$ cat src/hw/ipl_pkg.sv
// package: register map, field layout, reset values and carrier types for the priority bank
package ipl_pkg;

  localparam int IPL_NUM_REGS = 3;
  localparam int IPL_NUM_SRC = 24;
  localparam int IPL_AW = 8;

  // printed offsets 0x6 and 0x7 are not word multiples: kept as indices, byte address = 4 * index
  localparam logic [IPL_AW-1:0] IPL_IDX_TIMER_CD_DECODER = 8'h06;
  localparam logic [IPL_AW-1:0] IPL_IDX_TIMER_AB_C = 8'h07;
  localparam logic [IPL_AW-1:0] IPL_IDX_SERIAL0_TIMER_A = 8'h08;

  localparam logic [15:0] IPL_RST_TIMER_CD_DECODER = 16'h0000;
  localparam logic [15:0] IPL_RST_TIMER_AB_C = 16'h0000;
  localparam logic [15:0] IPL_RST_SERIAL0_TIMER_A = 16'h0000;

  // writable bit masks; unused pairs stay zero
  localparam logic [15:0] IPL_MASK_TIMER_CD_DECODER = 16'hFFCF;
  localparam logic [15:0] IPL_MASK_TIMER_AB_C = 16'hFFFF;
  localparam logic [15:0] IPL_MASK_SERIAL0_TIMER_A = 16'hF3FF;

  // field encoding
  localparam logic [1:0] IPL_FIELD_MASKED = 2'h0;
  localparam logic [1:0] IPL_FIELD_LEVEL0 = 2'h1;
  localparam logic [1:0] IPL_FIELD_LEVEL1 = 2'h2;
  localparam logic [1:0] IPL_FIELD_LEVEL2 = 2'h3;

  localparam logic [1:0] IPL_RESP_OKAY = 2'h0;
  localparam logic [1:0] IPL_RESP_SLVERR = 2'h2;

  // source index = (register slot * 8) + (field position / 2), slot 0 = timer_cd_decoder
  localparam int IPL_SRC_POS_DECODER0_HOME_WDOG = 0;
  localparam int IPL_SRC_POS_DECODER0_INDEX = 1;
  localparam int IPL_SRC_TIMER_D_CH0 = 3;
  localparam int IPL_SRC_TIMER_D_CH1 = 4;
  localparam int IPL_SRC_TIMER_D_CH2 = 5;
  localparam int IPL_SRC_TIMER_D_CH3 = 6;
  localparam int IPL_SRC_TIMER_C_CH0 = 7;
  localparam int IPL_SRC_TIMER_C_CH1 = 8;
  localparam int IPL_SRC_TIMER_C_CH2 = 9;
  localparam int IPL_SRC_TIMER_C_CH3 = 10;
  localparam int IPL_SRC_TIMER_B_CH0 = 11;
  localparam int IPL_SRC_TIMER_B_CH1 = 12;
  localparam int IPL_SRC_TIMER_B_CH2 = 13;
  localparam int IPL_SRC_TIMER_B_CH3 = 14;
  localparam int IPL_SRC_TIMER_A_CH0 = 15;
  localparam int IPL_SRC_TIMER_A_CH1 = 16;
  localparam int IPL_SRC_TIMER_A_CH2 = 17;
  localparam int IPL_SRC_TIMER_A_CH3 = 18;
  localparam int IPL_SRC_SERIAL0_TX_EMPTY = 19;
  localparam int IPL_SRC_SERIAL0_TX_IDLE = 20;
  localparam int IPL_SRC_SERIAL0_RX_ERROR = 22;
  localparam int IPL_SRC_SERIAL0_RX_FULL = 23;

  typedef struct packed {
    logic enable;
    logic [1:0] level;
  } ipl_src_level_t;

  typedef struct packed {
    logic [IPL_AW-1:0] addr;
    logic [31:0] data;
    logic [3:0] strb;
  } ipl_wr_req_t;

endpackage : ipl_pkg

$ cat src/hw/ipl_level_decode.sv
// per-source decode of a 2-bit priority field into enable and level
`timescale 1ns/1ps
`default_nettype none
module ipl_level_decode (
  input wire logic [1:0] field,
  output ipl_pkg::ipl_src_level_t result
);
  import ipl_pkg::*;

  always_comb begin
    result.enable = 1'b0;
    result.level = 2'h0;
    case (field)
      IPL_FIELD_LEVEL0: begin
        result.enable = 1'b1;
        result.level = 2'h0;
      end
      IPL_FIELD_LEVEL1: begin
        result.enable = 1'b1;
        result.level = 2'h1;
      end
      IPL_FIELD_LEVEL2: begin
        result.enable = 1'b1;
        result.level = 2'h2;
      end
      default: begin
        result.enable = 1'b0;
        result.level = 2'h0;
      end
    endcase
  end

endmodule : ipl_level_decode
`default_nettype wire

$ cat src/hw/ipl_reg16.sv
// one 16-bit priority register with a fixed writable mask
`timescale 1ns/1ps
`default_nettype none
module ipl_reg16 #(
  parameter logic [15:0] RST = 16'h0000,
  parameter logic [15:0] MASK = 16'hFFFF
) (
  input wire logic aclk,
  input wire logic aresetn,
  input wire logic we,
  input wire logic [15:0] wdata,
  input wire logic [1:0] wstrb,
  output logic [15:0] value
);
  import ipl_pkg::*;

  logic [15:0] value_q;
  logic [15:0] lane;

  assign lane = {{8{wstrb[1]}}, {8{wstrb[0]}}};

  always_ff @(posedge aclk) begin
    if (!aresetn) begin
      value_q <= RST;
    end else if (we) begin
      value_q <= ((wdata & lane) | (value_q & ~lane)) & MASK;
    end
  end

  assign value = value_q;

endmodule : ipl_reg16
`default_nettype wire

$ cat src/hw/ipl_priority_bank.sv
// top: axi4-lite slave holding the three priority registers and per-source level outputs
`timescale 1ns/1ps
`default_nettype none

//////////////////////////////////////////////////////////////////////////////
// How it works
// - fields give masked or levels 0 to 2
// - 00 masked, 01/10/11 levels 0/1/2
// - reset clears all fields to masked
// - unused pairs read zero, ignore writes
// - first register 15:14 timer C channel 0
// - first register 13:12 D3, 11:10 D2
// - first register 9:8 D1, 7:6 D0
// - first register 3:2 index, 1:0 home/watchdog
// - second register 15:14 timer A channel 0
// - second register 13:6 timer B channels 3..0
// - second register 5:0 timer C channels 3..1
// - third register 15:14 rx full, 13:12 rx error
// - third register 9:8 tx idle, 7:6 tx empty
// - third register 5:4 A3, 3:2 A2
// - third register 1:0 A1, same encoding
module ipl_priority_bank (
  input wire logic aclk,
  input wire logic aresetn,
  input wire logic [ipl_pkg::IPL_AW-1:0] s_axi_awaddr,
  input wire logic s_axi_awvalid,
  output logic s_axi_awready,
  input wire logic [31:0] s_axi_wdata,
  input wire logic [3:0] s_axi_wstrb,
  input wire logic s_axi_wvalid,
  output logic s_axi_wready,
  output logic [1:0] s_axi_bresp,
  output logic s_axi_bvalid,
  input wire logic s_axi_bready,
  input wire logic [ipl_pkg::IPL_AW-1:0] s_axi_araddr,
  input wire logic s_axi_arvalid,
  output logic s_axi_arready,
  output logic [31:0] s_axi_rdata,
  output logic [1:0] s_axi_rresp,
  output logic s_axi_rvalid,
  input wire logic s_axi_rready,
  output ipl_pkg::ipl_src_level_t [ipl_pkg::IPL_NUM_SRC-1:0] src_level
);
  import ipl_pkg::*;

  //////////////////////////////////////////////////////////////////////////////
  // write channel capture

  logic aw_full_q;
  logic w_full_q;
  ipl_wr_req_t wr_q;
  logic [IPL_AW-1:0] wr_idx;
  logic wr_fire;
  logic [IPL_NUM_REGS-1:0] reg_we;
  logic wr_hit;

  assign s_axi_awready = !aw_full_q && !s_axi_bvalid;
  assign s_axi_wready = !w_full_q && !s_axi_bvalid;
  assign wr_fire = aw_full_q && w_full_q && !s_axi_bvalid;

  always_ff @(posedge aclk) begin
    if (!aresetn) begin
      aw_full_q <= 1'b0;
      wr_q.addr <= '0;
    end else if (s_axi_awvalid && s_axi_awready) begin
      aw_full_q <= 1'b1;
      wr_q.addr <= s_axi_awaddr;
    end else if (wr_fire) begin
      aw_full_q <= 1'b0;
    end
  end

  always_ff @(posedge aclk) begin
    if (!aresetn) begin
      w_full_q <= 1'b0;
      wr_q.data <= '0;
      wr_q.strb <= '0;
    end else if (s_axi_wvalid && s_axi_wready) begin
      w_full_q <= 1'b1;
      wr_q.data <= s_axi_wdata;
      wr_q.strb <= s_axi_wstrb;
    end else if (wr_fire) begin
      w_full_q <= 1'b0;
    end
  end

  //////////////////////////////////////////////////////////////////////////////
  // address decode

  assign wr_idx = {2'h0, wr_q.addr[IPL_AW-1:2]};

  always_comb begin
    reg_we = '0;
    wr_hit = 1'b0;
    if (wr_q.addr[1:0] != 2'h0) begin
      wr_hit = 1'b0;
    end else if (wr_idx == IPL_IDX_TIMER_CD_DECODER) begin
      reg_we[0] = wr_fire;
      wr_hit = 1'b1;
    end else if (wr_idx == IPL_IDX_TIMER_AB_C) begin
      reg_we[1] = wr_fire;
      wr_hit = 1'b1;
    end else if (wr_idx == IPL_IDX_SERIAL0_TIMER_A) begin
      reg_we[2] = wr_fire;
      wr_hit = 1'b1;
    end
  end

  always_ff @(posedge aclk) begin
    if (!aresetn) begin
      s_axi_bvalid <= 1'b0;
      s_axi_bresp <= IPL_RESP_OKAY;
    end else if (wr_fire) begin
      s_axi_bvalid <= 1'b1;
      s_axi_bresp <= wr_hit ? IPL_RESP_OKAY : IPL_RESP_SLVERR;
    end else if (s_axi_bready) begin
      s_axi_bvalid <= 1'b0;
    end
  end

  //////////////////////////////////////////////////////////////////////////////
  // register bank

  logic [15:0] reg_val [IPL_NUM_REGS];
  logic [15:0] bank_flat [IPL_NUM_REGS];

  ipl_reg16 #(
    .RST(IPL_RST_TIMER_CD_DECODER),
    .MASK(IPL_MASK_TIMER_CD_DECODER)
  ) u_timer_cd_decoder (
    .aclk(aclk),
    .aresetn(aresetn),
    .we(reg_we[0]),
    .wdata(wr_q.data[15:0]),
    .wstrb(wr_q.strb[1:0]),
    .value(reg_val[0])
  );

  ipl_reg16 #(
    .RST(IPL_RST_TIMER_AB_C),
    .MASK(IPL_MASK_TIMER_AB_C)
  ) u_timer_ab_c (
    .aclk(aclk),
    .aresetn(aresetn),
    .we(reg_we[1]),
    .wdata(wr_q.data[15:0]),
    .wstrb(wr_q.strb[1:0]),
    .value(reg_val[1])
  );

  ipl_reg16 #(
    .RST(IPL_RST_SERIAL0_TIMER_A),
    .MASK(IPL_MASK_SERIAL0_TIMER_A)
  ) u_serial0_timer_a (
    .aclk(aclk),
    .aresetn(aresetn),
    .we(reg_we[2]),
    .wdata(wr_q.data[15:0]),
    .wstrb(wr_q.strb[1:0]),
    .value(reg_val[2])
  );

  // field slots: slot k of register r is source r*8+k, bits 2k+1:2k
  // timer_cd_decoder: C0 D3 D2 D1 D0 - index home
  // timer_ab_c: A0 B3 B2 B1 B0 C3 C2 C1
  // serial0_timer_a: rxfull rxerr - txidle txempty A3 A2 A1
  always_comb begin
    bank_flat[0] = reg_val[0];
    bank_flat[1] = reg_val[1];
    bank_flat[2] = reg_val[2];
  end

  //////////////////////////////////////////////////////////////////////////////
  // decoded levels toward the arbiter

  genvar gi;
  generate
    for (gi = 0; gi < IPL_NUM_SRC; gi++) begin : g_src
      ipl_src_level_t dec;
      ipl_level_decode u_dec (
        .field(bank_flat[gi / 8][2 * (gi % 8) +: 2]),
        .result(dec)
      );
      assign src_level[gi] = dec;
    end
  endgenerate

  //////////////////////////////////////////////////////////////////////////////
  // read channel

  logic [IPL_AW-1:0] rd_idx;
  logic [31:0] rd_data;
  logic rd_hit;

  assign s_axi_arready = !s_axi_rvalid;
  assign rd_idx = {2'h0, s_axi_araddr[IPL_AW-1:2]};

  always_comb begin
    rd_data = '0;
    rd_hit = 1'b0;
    if (s_axi_araddr[1:0] != 2'h0) begin
      rd_hit = 1'b0;
    end else if (rd_idx == IPL_IDX_TIMER_CD_DECODER) begin
      rd_data = {16'h0000, reg_val[0]};
      rd_hit = 1'b1;
    end else if (rd_idx == IPL_IDX_TIMER_AB_C) begin
      rd_data = {16'h0000, reg_val[1]};
      rd_hit = 1'b1;
    end else if (rd_idx == IPL_IDX_SERIAL0_TIMER_A) begin
      rd_data = {16'h0000, reg_val[2]};
      rd_hit = 1'b1;
    end
  end

  // reads change no state
  always_ff @(posedge aclk) begin
    if (!aresetn) begin
      s_axi_rvalid <= 1'b0;
      s_axi_rdata <= '0;
      s_axi_rresp <= IPL_RESP_OKAY;
    end else if (s_axi_arvalid && s_axi_arready) begin
      s_axi_rvalid <= 1'b1;
      s_axi_rdata <= rd_data;
      s_axi_rresp <= rd_hit ? IPL_RESP_OKAY : IPL_RESP_SLVERR;
    end else if (s_axi_rready) begin
      s_axi_rvalid <= 1'b0;
    end
  end

endmodule : ipl_priority_bank
`default_nettype wire

$ cat config.mk
export PLATFORM = sky130hd
export DESIGN_NAME = ipl_priority_bank
export DESIGN_NICKNAME = d
export VERILOG_FILES = /design/src/hw/ipl_pkg.sv /design/src/hw/ipl_level_decode.sv /design/src/hw/ipl_reg16.sv /design/src/hw/ipl_priority_bank.sv
export SDC_FILE = /design/constraint.sdc
export NUM_CORES = 1
export LEC_CHECK = 0
export BUFFER_PORTS_ARGS = -buffer_cell sky130_fd_sc_hd__buf_2
export CAP_MARGIN = 10
export CORE_MARGIN = 5
export CORE_UTILIZATION = 38
export DETAILED_ROUTE_END_ITERATION = 8
export MAX_ROUTING_LAYER = met4
export PLACE_DENSITY = 0.68
export SLEW_MARGIN = 20
export SYNTH_ARGS = -nofsm -noshare
export SYNTH_HDL_FRONTEND = slang
export SYNTH_SLANG_ARGS = --single-unit
$ cat constraint.sdc
create_clock -name aclk -period 1.8 [get_ports aclk]
set_input_delay 0 -clock aclk [delete_from_list [all_inputs] [get_ports aclk]]
set_output_delay 0 -clock aclk [all_outputs]
set_load 0.01 [all_outputs]
==> flow_summary.json <==
{
  "worst_ir_drop_vdd_v": 0.000503,
  "end_kind": "flop",
  "syn2layout_area_growth_pct": 29.9,
  "vias": 3810,
  "seq_area_frac_synth": 0.422,
  "leakage_nw": 2.83,
  "required_ns": 2.02,
  "slowest_delay_ns": 0.57,
  "cp_max_fo": 6,
  "startpoint": "wr_idx[0]",
  "tritoncts": "done",
  "synth_top_family_by_area": "simple AND/OR/NAND/NOR gates",
  "critPathKind": "reg2reg",
  "skew_ns": 0.00898,
  "gp_congestion": 0.812,
  "synth_edf_count": 0,
  "fin_nets": 711,
  "synth_compound_area_frac": 0.101,
  "synth_mux_area_frac": 0.124,
  "core_area_um2": 11300,
  "drive_gt1_frac": 0.286,
  "ys.flop_type": "dfxtp_1",
  "dieHeight_um": 117,
  "path_clk_slew_ns": 0.07,
  "die_w_um": 117,
  "cts-root-buf": "clkbuf_16",
  "clockBufferDepth": 2,
  "period_needed_ns": 1.60,
  "insertion_delay_ns": 0.33,
  "finalHoldViolCount": 0,
  "n_antenna_cell": 0,
  "slew_violations": 0,
  "detailedPlace.worstSlack_ns": 0.213,
  "hp-class": "in2reg",
  "p_total_mw": 4.40,
  "ys.warnings.count": 0,
  "syn_inst": 497,
  "hp-start": "aresetn",
  "hpwl_mm": 8.38,
  "start_util": 0.385,
  "pin_count": 172,
  "setup_viol": 0,
  "reg2reg_from": "wr_idx[0]",
  "synthDistinctLibCells": 42,
  "drt-initial-drc-count": 154,
  "yosys.area_share.adder": 0,
  "grt_pass1_vias": 3597,
  "placed_area_um2": 5060,
  "grt_antenna_before_repair": 0,
  "synth_area_um2": 4360,
  "grt_pass1_wl_mm": 17.9,
  "drt-pass1-iter-count": 4,
  "grt_max_degree": 64,
  "avgSynthCellArea_um2": 8.78,
  "arrival_ns": 1.82,
  "num_rows": 39,
  "status": "completed",
  "setup.worst_path.start_class": "flop",
  "routed_wl_mm": 11.3,
  "cts_buffers": 9,
  "fmax_ghz": 0.624,
  "grt.overflow.total": 0,
  "slew_headroom": 0.631,
  "worstPathCellList": "or4b_4, nor3_4, nand2_2, mux2i_1",
  "cts_sinks": 92,
  "drc": 0,
  "post_cts_buffers": 0,
  "setup_tns_ns": 0,
  "setup_slack_ns": 0.198,
  "h-tree-depth": 3,
  "synth_seq_cells": 92,
  "dieArea_um2": 13700,
  "fill_cells": 1071,
  "antenna_left": 0,
  "power.density_nw_per_um2": 776,
  "drv_cap": 0,
  "worstMarginPinSlew_ns": 0.553,
  "synthArstFlopShare": 0,
  "port_buffers": 129,
  "synth-simple-area-share": 0.283,
  "track_usage": 0.170,
  "wl_per_cell_um": 14.1,
  "period_share": 0.890,
  "synth-xor-area-share": 0,
  "cp_slowest_cell": "or4b_4",
  "rsz0062_at_grt": "no",
  "vias_per_cell": 4.76,
  "final_cell_area_um2": 5670
}
[Yosys cell counts (all sizes together), types with 3 or more instances]
library cell    n  share of area
nor3            6         0.0095
and3b           3         0.0063
or2            22          0.032
o31ai           4         0.0069
buf            32          0.051
a32oi           4         0.0080
nor2b          25          0.036
and2           26          0.037
nand2b          7          0.010
dfxtp          92           0.42
and3            3         0.0046
inv             3         0.0026
clkbuf         16          0.014
a21boi         28          0.048
o21ai           5         0.0057
a22oi           4         0.0069
a221o           8          0.018
mux2i          52           0.12
nand2         128           0.11
nor2           14          0.012
[worst paths after layout]
path	to	slack (ns)	cells after the start
worst max-delay path	flop	0.20	4
worst min-delay path	s_axi_rresp[1]	0.04	3
worst max register to register	flop	0.20	4
worst min register to register	s_axi_rdata[0]	0.44	2
[power by group]
group          total [mW]  internal [mW]  leakage (nW)  switching, mW
clock                1.91           1.08         0.138          0.822
sequential           2.12           2.08         0.746         0.0388
combinational       0.369          0.160          1.94          0.209
total                4.40           3.33          2.83           1.07
[layout by cell type, fill, tap and decap left out, types with 9 or more instances in the layout]
cell / n
dlygate4sd3_1: 31
or2_2: 22
dfxtp_1: 92
buf_4: 9
mux2i_1: 52
nor2_1: 14
a21boi_0: 28
nand2_1: 126
and2_1: 25
buf_2: 129
conb_1: 24
nor2b_1: 25
clkbuf_16: 9
[metrics by stage]
| stage | hold slack, ns | util | std cells |
|---|---|---|---|
| 2_1_floorplan | 0.138 | - | 520 |
| 3_3_place_gp | 0.256 | 0.447 | 753 |
| 3_5_place_dp | 0.261 | 0.447 | 753 |
| 4_1_cts | 0.0258 | 0.501 | 800 |
| 5_1_grt | 0.0433 | 0.501 | 800 |
| 6_report | 0.0411 | 0.501 | 800 |
[logic make-up (layout without fill, tap and decap cells)]
family	after synthesis	in the layout
and+or+nand+nor	242	242
other	1	24
AOI/OAI and AO/OA	57	57
muxes	54	54
DFF	92	92
buffers and inverters	51	188
[repair_timing]
action                                 in CTS  in global routing
endpoints found under the hold margin      29                  0
hold buffers                               31                  0
resized for setup                           0                  0
[area by class of cell]
| class | instances | area, um2 | area share |
|---|---|---|---|
| Clock inverter | 7 | 75.1 | 0.0132 |
| Sequential cell | 92 | 1840 | 0.325 |
| Tap cell | 143 | 179 | 0.0316 |
| Inverter | 3 | 11.3 | 0.00199 |
| Multi-Input combinational cell | 377 | 2310 | 0.408 |
| Clock buffer | 9 | 225 | 0.0397 |
| Timing Repair Buffer | 169 | 1020 | 0.181 |
[critical path, delay by kind of cell, from the launching register on]
family	cells	cell delay [ns]
and+or+nand+nor	3	0.96
DFF	1	0.36
muxes	1	0.16
[metal layers]
metal,GRT usage,part of all wire,vias to the layer above
li1,-,-,1909
met1,0.215,0.45,1792
met2,0.278,0.49,94
met5,-,0,-
met3,0.0324,0.048,15
met4,0.0489,0.013,0
No activity file was read; power rests on OpenSTA's default activity.
